$ cat config.mk
export PLATFORM = sky130hd
export DESIGN_NAME = ebr_top
export DESIGN_NICKNAME = d
export VERILOG_FILES = /design/src/design/ebr_store.v /design/src/design/ebr_top.v
export VERILOG_INCLUDE_DIRS = /design/src /design/src/design
export SDC_FILE = /design/constraint.sdc
export NUM_CORES = 2
export LEC_CHECK = 0
export BUFFER_PORTS_ARGS = -buffer_cell sky130_fd_sc_hd__buf_4
export CAP_MARGIN = 20
export CORE_MARGIN = 1
export CORE_UTILIZATION = 31
export DETAILED_ROUTE_END_ITERATION = 8
export PLACE_DENSITY = 0.53
export SLEW_MARGIN = 10
export SYNTH_ARGS = -nofsm -noshare
export SYNTH_HDL_FRONTEND = slang
export SYNTH_SLANG_ARGS = --single-unit
$ cat constraint.sdc
create_clock -name clk_i -period 4.6 [get_ports clk_i]
set_input_delay 0.46 -clock clk_i [delete_from_list [all_inputs] [get_ports clk_i]]
set_output_delay 0.46 -clock clk_i [all_outputs]
set_load 0.005 [all_outputs]
$ cat src/design/ebr_defines.vh
`ifndef EBR_DEFINES_VH
`define EBR_DEFINES_VH

// storage size and address layout
`define EBR_BITS 2048
`define EBR_ROWS 256
`define EBR_ROW_W 8
`define EBR_ADDR_W 11
`define EBR_LANE_LSB 8

// organisation codes: log2 of the number of lanes per row
`define EBR_ORG_256X8 2'h0
`define EBR_ORG_512X4 2'h1
`define EBR_ORG_1024X2 2'h2
`define EBR_ORG_2048X1 2'h3

// usage modes
`define EBR_MODE_SP 2'h0
`define EBR_MODE_ROM 2'h1
`define EBR_MODE_DP 2'h2
`define EBR_MODE_FIFO 2'h3

// reset values
`define EBR_DOUT_RST 8'h00

`endif

$ cat src/design/ebr_store.v
`timescale 1ns/1ns
`include "ebr_defines.vh"

module ebr_store #(
  parameter ROWS = `EBR_ROWS,
  parameter AW = 8
) (
  input wire clk_i,
  input wire wr_en_i,
  input wire [AW-1:0] wr_row_i,
  input wire [7:0] wr_mask_i,
  input wire [7:0] wr_dat_i,
  input wire [AW-1:0] rd_row_i,
  output wire [7:0] rd_dat_o
);

  // row array, eight bits a row, no reset on the cells
  reg [7:0] mem [0:ROWS-1];

  // bit-masked write so narrow words touch only their lane
  always @(posedge clk_i) begin
    if (wr_en_i) begin
      mem[wr_row_i] <= (mem[wr_row_i] & ~wr_mask_i) | (wr_dat_i & wr_mask_i);
    end
  end

  // flow-through read, registered outside when selected
  assign rd_dat_o = mem[rd_row_i];

endmodule // ebr_store

$ cat src/design/ebr_top.v
// Operation
// - block stores 2048 bits; usable as single-port, rom, dual-port or fifo storage
// - ram organisations 256x8, 512x4, 1024x2 or 2048x1 selectable
// - input and output ports carry storage registers for synchronous access
// - write strobe generated inside, timed by the clock edge
// - all registers run on clk_i; the output register may instead advance on synchronised rising edges of a separate output clock
// - data-in, data-out and address/write-enable registering each selectable
// - wider memories by parallel blocks sharing one address
// - blocks cascade up to 2048 words with no change in timing
// - rom pattern loaded at configuration, then used as a lookup table
`timescale 1ns/1ns
`include "ebr_defines.vh"

module ebr_top #(
  parameter [1:0] ORG = `EBR_ORG_256X8,
  parameter [1:0] MODE = `EBR_MODE_SP,
  parameter REG_DIN = 1,
  parameter REG_ADDR_WE = 1,
  parameter REG_DOUT = 1,
  parameter OUT_CLK_SEP = 0
) (
  input wire clk_i,
  input wire nrst_i,
  input wire out_clk_i,
  input wire cs_i,
  input wire we_i,
  input wire [10:0] wr_addr_i,
  input wire [10:0] rd_addr_i,
  input wire [7:0] wr_data_i,
  input wire cfg_load_i,
  input wire [7:0] cfg_addr_i,
  input wire [7:0] cfg_data_i,
  output wire [7:0] rd_data_o
);

  // word width of the chosen organisation
  localparam WBITS = 8 >> ORG;

  // lane mask of a word within its row
  function [7:0] ebr_lane_mask;
    input [1:0] org;
    input [2:0] lane;
    begin
      case (org)
        `EBR_ORG_256X8: ebr_lane_mask = 8'hff;
        `EBR_ORG_512X4: ebr_lane_mask = 8'h0f << {lane[0], 2'h0};
        `EBR_ORG_1024X2: ebr_lane_mask = 8'h03 << {lane[1:0], 1'h0};
        default: ebr_lane_mask = 8'h01 << lane;
      endcase
    end
  endfunction

  // lane number of an address, only the bits the organisation uses
  function [2:0] ebr_lane;
    input [1:0] org;
    input [10:0] addr;
    begin
      case (org)
        `EBR_ORG_256X8: ebr_lane = 3'h0;
        `EBR_ORG_512X4: ebr_lane = {2'h0, addr[8]};
        `EBR_ORG_1024X2: ebr_lane = {1'h0, addr[9:8]};
        default: ebr_lane = addr[10:8];
      endcase
    end
  endfunction

  reg cs_q;
  reg we_q;
  reg [10:0] wa_q;
  reg [10:0] ra_q;
  reg [7:0] din_q;
  reg [7:0] dout_q;
  reg oclk_s1_q;
  reg oclk_s2_q;
  reg oclk_s3_q;

  wire cs_e;
  wire we_e;
  wire [10:0] wa_e;
  wire [10:0] ra_e;
  wire [7:0] din_e;
  wire [7:0] din_rep;
  wire [7:0] row_dat;
  wire [7:0] rd_word;
  wire user_wr;
  wire mem_wr;
  wire [7:0] mem_wa;
  wire [7:0] mem_mask;
  wire [7:0] mem_wd;
  wire out_tick;

  // chip select and write enable input registers
  always @(posedge clk_i or negedge nrst_i) begin
    if (!nrst_i) begin
      cs_q <= 1'b0;
      we_q <= 1'b0;
    end else begin
      cs_q <= cs_i;
      we_q <= we_i;
    end
  end

  // write address register, same path as the strobe so both line up
  always @(posedge clk_i or negedge nrst_i) begin
    if (!nrst_i) begin
      wa_q <= 11'h000;
    end else begin
      wa_q <= wr_addr_i;
    end
  end

  // read address register for the rom, dual-port and fifo uses
  always @(posedge clk_i or negedge nrst_i) begin
    if (!nrst_i) begin
      ra_q <= 11'h000;
    end else begin
      ra_q <= rd_addr_i;
    end
  end

  // write data input register
  always @(posedge clk_i or negedge nrst_i) begin
    if (!nrst_i) begin
      din_q <= 8'h00;
    end else begin
      din_q <= wr_data_i;
    end
  end

  // path selection: registered or flow-through per path
  // write side first, read address follows the write address in single-port use
  assign cs_e = (REG_ADDR_WE != 0) ? cs_q : cs_i;
  assign we_e = (REG_ADDR_WE != 0) ? we_q : we_i;
  assign wa_e = (REG_ADDR_WE != 0) ? wa_q : wr_addr_i;
  assign ra_e = (MODE == `EBR_MODE_SP) ? wa_e :
                ((REG_ADDR_WE != 0) ? ra_q : rd_addr_i);
  assign din_e = (REG_DIN != 0) ? din_q : wr_data_i;

  // replicate the narrow word into every lane of a row
  genvar gi;
  generate
    for (gi = 0; gi < 8; gi = gi + 1) begin : g_rep
      assign din_rep[gi] = din_e[gi % WBITS];
    end
  endgenerate

  // internal strobe: one write per clock edge while enabled and selected, never in rom use
  assign user_wr = we_e & cs_e & (MODE != `EBR_MODE_ROM);

  // configuration load writes whole rows and takes priority
  assign mem_wr = cfg_load_i | user_wr;
  assign mem_wa = cfg_load_i ? cfg_addr_i : wa_e[7:0];
  assign mem_mask = cfg_load_i ? 8'hff : ebr_lane_mask(ORG, ebr_lane(ORG, wa_e));
  assign mem_wd = cfg_load_i ? cfg_data_i : din_rep;

  // 256 rows of 8 bits hold all 2048 bits
  ebr_store #(
    .ROWS(`EBR_ROWS),
    .AW(`EBR_ROW_W)
  ) u_store (
    .clk_i(clk_i),
    .wr_en_i(mem_wr),
    .wr_row_i(mem_wa),
    .wr_mask_i(mem_mask),
    .wr_dat_i(mem_wd),
    .rd_row_i(ra_e[7:0]),
    .rd_dat_o(row_dat)
  );

  // lane of the read word within its row
  wire [2:0] rd_lane;
  wire [7:0] word_sel;
  assign rd_lane = ebr_lane(ORG, ra_e);

  // pick the addressed word bit by bit, unused upper bits read zero
  generate
    for (gi = 0; gi < 8; gi = gi + 1) begin : g_pick
      if (gi < WBITS) begin : g_used
        assign word_sel[gi] = row_dat[rd_lane * WBITS + gi];
      end else begin : g_zero
        assign word_sel[gi] = 1'b0;
      end
    end
  endgenerate

  // deselected block reads zero so cascaded outputs can be ored
  assign rd_word = cs_e ? word_sel : 8'h00;

  // output clock passes two flip-flops before anything reads it
  always @(posedge clk_i or negedge nrst_i) begin
    if (!nrst_i) begin
      oclk_s1_q <= 1'b0;
      oclk_s2_q <= 1'b0;
    end else begin
      oclk_s1_q <= out_clk_i;
      oclk_s2_q <= oclk_s1_q;
    end
  end

  // last synchronised level, kept for rising edge detection
  always @(posedge clk_i or negedge nrst_i) begin
    if (!nrst_i) begin
      oclk_s3_q <= 1'b0;
    end else begin
      oclk_s3_q <= oclk_s2_q;
    end
  end

  // output register advances on the output clock rising edge when separate
  assign out_tick = (OUT_CLK_SEP != 0) ? (oclk_s2_q & ~oclk_s3_q) : 1'b1;

  // output data register
  always @(posedge clk_i or negedge nrst_i) begin
    if (!nrst_i) begin
      dout_q <= `EBR_DOUT_RST;
    end else if (out_tick) begin
      dout_q <= rd_word;
    end
  end

  assign rd_data_o = (REG_DOUT != 0) ? dout_q : rd_word;

endmodule // ebr_top

[Word level (Yosys, flattened, before mapping)]
Memories as Yosys holds them, arrays and structs flattened.
Index checks and enable logic that the tools add are counted.
Operators by class
  bitwise gates (word level): 2
  mux-type cells: 5
Operators with widths (number)
  2-to-1 mux 8 bit: 3
  2-to-1 mux 1 bit: 2
  bitwise AND 1 bit: 1
  OR 1 bit: 1
Word-level totals
  logic and storage cells: 13
  memories: 1
  input bits: 52
  output and inout bits: 8
  memory bits (writable): 2048
  flip-flop bits (word level): 26
Memory list
  u_store.mem: words 256, bits a word 8, rd ports 1, clocked after memory_dff 0, wr ports 1, line ebr_store.v:18  | reg [7:0] mem [0:ROWS-1];

[Depth between registers and ports, before layout]
  word-level depth: 4
  gate-level depth with buffers: 13
  mapped depth without buffers: 7

[By module]
Synthesis repeated with hierarchy kept, for this count alone.
Second synthesis, totals
  cell total of the unflattened synthesis: 4536
  area total of the unflattened synthesis: 96586.4 um2
By module, submodules not included
  ebr_store: cells an instance 4482, sequential area each 61499.0 um2, times used 1, area an instance 95628.0 um2
  ebr_top: cells an instance 54, sequential area each 650.6 um2, times used 1, area an instance 958.4 um2

[Worst setup path before layout]
Ideal clock, no wire load.
  path type: in2reg
  start point: input port cfg_load_i
  end point: memory u_store.mem[0][0], data pin
  arrival time: 2898 ps
  data required time: 4045 ps
  path buffers: 2
  slack: 1147 ps
  cell stages on the path: 3
  library setup time: 555 ps
  cells stage by stage: buf_2 buf_1 mux2_2
Between the ends
  cells in the longest elaborated chain, start to end: 1
RTL lines
  from (decl): line ebr_top.v:30  | input wire cfg_load_i,
  2-to-1 mux 8 bit: line ebr_top.v:154  | assign mem_wd = cfg_load_i ? cfg_data_i : din_rep;
  named net mem_wd[0]: line ebr_top.v:89  | wire [7:0] mem_wd;
  to (decl): line ebr_store.v:18
The timed path passes the listed nets, and every way through them passes these cells.

[Worst setup path in the final report]
  start point: register wa_q[1], in the netlist ra_e[1]
  end point: register dout_q[6], in the netlist rd_data_o[6]
Between the ends
  cells in the longest elaborated chain, start to end: 2
RTL lines
  from (decl): line ebr_top.v:69  | reg [10:0] wa_q;
  from (signal assigned): line ebr_top.v:108  | wa_q <= wr_addr_i;
  memory read (256 x 8 bit)
  2-to-1 mux 8 bit: line ebr_top.v:187  | assign rd_word = cs_e ? word_sel : 8'h00;
  named net rd_word[6]: line ebr_top.v:84  | wire [7:0] rd_word;
  to (signal assigned): line ebr_top.v:215  | dout_q <= `EBR_DOUT_RST;
  to (signal assigned): line ebr_top.v:217  | dout_q <= rd_word;
  to (decl): line ebr_top.v:72  | reg [7:0] dout_q;
The timed path passes the listed nets, and every way through them passes these cells.

==> run summary <==
First-pass GRT wire length - 312100 microns
Final period util - 82.90%
Grt total ovfl - 0
# Post-CTS Setup Buffers - 0
Drt pass-1 iters - 6
Crit path max-delay cell type - dfrtp_4
Global placement routability congestion - 0.8704
Setup violators final - 0
Proportion of layout cells with a drive suffix above 1 - 24.15%
Clk Latency, worst-skew pair - 860 ps
Worst-Margin Slew - 1107 ps
WL final - 222300 microns
CP Capture Type - register
Clock Tree Buf Depth - 3
Die Y - 513.6 microns
Syn Area/Cell - 20.89 sq um
WL/cell - 28.31 microns
Largest net degree at the start of global routing - 144
Cell Area, Synth - 81140 sq um
Synthesized instance count - 3885
Hold Crit Class - in2async
Port bufs - 44
Minimum clock period - 3813 ps
Dpl hpwl - 138900 microns
DR vias - 40400
CP Launch Point - ra_e[1]$_DFF_PN0_
Sequential fraction of the synthesis area - 76.59%
Tot GR Track Use - 16.63%
Max-Cap Viols - 0
CTS sink count - 2074
Fin nets - 4228
Total negative slack - 0 ps
Worst-path fanout max - 38
Post-CTS Resized - 0
H-tree depth - 4
Post-route DRC violation count - 0
RSZ-0062 raised after global routing - false
Initial antenna violation count - 5
Synth Area in Compound Gates - 3.375%
CTS Root Buffer Type - clkbuf_16
Antenna-violating nets left - 0
Post-synth EDFFs - 2048
Vias in the first global route - 40670
Die W - 513.6 microns
Total CTS buffers - 212
Proportion of synthesized area in mux cells - 15.26%
Clk_skew - 58.73 ps
Post-Layout Cell Count - 7854
Maximum clock frequency - 0.2622 GHz
Setup CP Type - reg2reg
Starting density of the core - 31.22%
Most frequent CP cell - o22ai_1
Relative slew slack - 26.20%
Yosys top cell by area - edfxtp_1
Crit path DAT - 4580 ps
Vias per cell - 5.144
Post-Synth Simple-Gate Area - 2.666%
Core ar. - 259900 sq um
Leakage - 29.21 nW
Worst-path clk slew - 60 ps
Worst path required time - 5360 ps
Synth top area cells - edfxtp_1, mux4_2, mux2i_1, nor2_1, o221ai_1
PD cells - 428.1 nW/um^2
Area share of xor/xnor cells in the synthesized design - 0%
CP bufs+invs - 1
Dominant synthesized flop cell - edfxtp_1
Max Slew Vio Count - 0
Layout area overhead - 15.31%
Outcome - finished, final reports clean
Placed instance count - 7439
Fillers - 23950
Worst stage delay on the critical path - 630 ps
Yosys warns - 0
#FFs+latches synth - 2074
IO Count - 60
Crit-path cells - nand2b_4 -> buf_12 -> o221ai_1 -> o22ai_1 -> o21ai_0 -> nand2_1 -> or3_1 -> o22ai_1
Reg-to-Reg Start - ra_e[1]$_DFF_PN0_
Final hold vios - 0
Overall die area - 263800 sq um
CP startpoint kind - register
Std-Cell Rows - 187
Main combinational cell family by area after synthesis - multiplexers
Net count after synthesis - 3937
CTS tree - yes
Area occupied by registers - 62170 sq um
Share of the synthesized area in the top cell type - 75.79%
Area of the multi-input gates - 17440 sq um
Critical path's top delay family - simple AND/OR/NAND/NOR gates
Distinct cells, synth - 63
Async S/R FF share, synth - 1.254%
Maximum vdd drop - 0.0003397 V
Synth Area in Adders - 0%
Drt initial violations - 4353
path summary, 6_finish.rpt:
path | endpoint | slack [ps] | cells past startpoint
worst max-delay path | rd_data_o[6]$_DFF_PN0_ | 790 | 8
worst min-delay path | din_e[2]$_DFF_PN0_ | 110 | 2
worst max register to register | rd_data_o[6]$_DFF_PN0_ | 790 | 8
worst min register to register | rd_data_o[3]$_DFF_PN0_ | 980 | 4
max in group asynchronous | ra_e[3]$_DFF_PN0_ | 4010 | 2
min in group clk_i | ra_e[0]$_DFF_PN0_ | 240 | 2
per-stage QoR:
step	utilization, %	total power, W	setup slack (ps)	hold slack, ps	cell area (sq um)
after floorplan	-	0.02269	1147	164.4	81140
after global placement	33.32	0.02363	854.8	456.9	86620
after detailed placement	33.32	0.02367	835.7	457.9	86620
after CTS	35.99	0.04037	836.9	66.56	93560
after global routing	35.99	0.04110	732.8	107.4	93560
final	35.99	0.04006	786.6	109.8	93560
cell usage in the layout (no fill, tap or decap), types with 13 or more instances in the layout:
master | synthesis | final
o21ai_0 | 55 | 55
edfxtp_1 | 2048 | 2048
a22oi_1 | 34 | 34
bufinv_16 | 0 | 16
nand3_1 | 33 | 33
clkbuf_1 | 71 | 37
dlygate4sd3_1 | 0 | 19
nor2_1 | 296 | 291
o32ai_1 | 13 | 13
mux4_2 | 413 | 413
nand2_1 | 95 | 94
mux4_1 | 23 | 23
a211oi_1 | 17 | 17
a21oi_1 | 56 | 56
nor3_1 | 28 | 27
o221ai_1 | 84 | 84
o22ai_1 | 64 | 64
dfrtp_1 | 26 | 21
clkbuf_16 | 0 | 215
mux2i_1 | 227 | 227
clkinv_2 | 0 | 49
buf_4 | 19 | 254
buf_12 | 15 | 34
clkinv_1 | 1 | 57
worst reg2reg max path, stage by stage (launching register included):
cell and delay [ps]:
dfrtp_4 630, nand2b_4 550, buf_12 430, o221ai_1 360, o22ai_1 140, o21ai_0 610, nand2_1 360, or3_1 520
o22ai_1 130
sequential cells by signal, indices dropped and copies added (netlist names):
register     cells
ra_e             8
u_store.mem   2048
din_e            8
rd_data_o        8
we_e             1
cs_e             1
synth_stat cells, types with 7 or more instances:
library cell / number
buf_1: 16
o21ai_0: 55
buf_2: 62
nor2_1: 296
a211oi_1: 17
nand4_1: 11
nor3_1: 28
nand3_1: 33
mux4_1: 23
buf_4: 19
dfrtp_1: 26
edfxtp_1: 2048
o221ai_1: 84
clkbuf_1: 71
buf_8: 18
nand2_1: 95
o32ai_1: 13
mux4_2: 413
mux2i_1: 227
a31oi_1: 11
buf_12: 15
o22ai_1: 64
a22oi_1: 34
inv_1: 8
buf_6: 27
mux2_2: 18
nand2b_1: 7
and2_1: 12
a21oi_1: 56
nor4_1: 8
layer usage:
metal	track usage [%]	part of all wire, %	vias to the layer above
met2	26.11	47	1425
met1	23.35	44	21800
met5	0	0	-
met3	2.666	6.1	336
li1	-	-	16840
met4	5.867	3.5	0
power by group:
part / switching, W / internal, W
registers: 0.0000554 / 0.0210
clock network: 0.00733 / 0.00946
logic: 0.00153 / 0.000721
total: 0.00892 / 0.0311
layout make-up:
type,count,share of cell area [%]
Antenna cell,1,0.002675
Clock buffer,252,5.899
Clock inverter,143,1.320
Inverter,11,0.05215
Multi-Input combinational cell,1570,18.64
Sequential cell,2074,66.44
Tap cell,3496,4.675
Timing Repair Buffer,307,2.969
cells by family after synthesis:
| family | after synthesis |
|---|---|
| compound gates | 380 |
| buf+inv | 241 |
| flops | 2074 |
| mux | 681 |
| simple gates | 509 |
timing repair:
action | CTS | global route
hold endpoints to repair | 44 | 0
hold buffers | 19 | 0
endpoints found under the setup margin | 0 | 0
(Power assumes the default switching activity.)
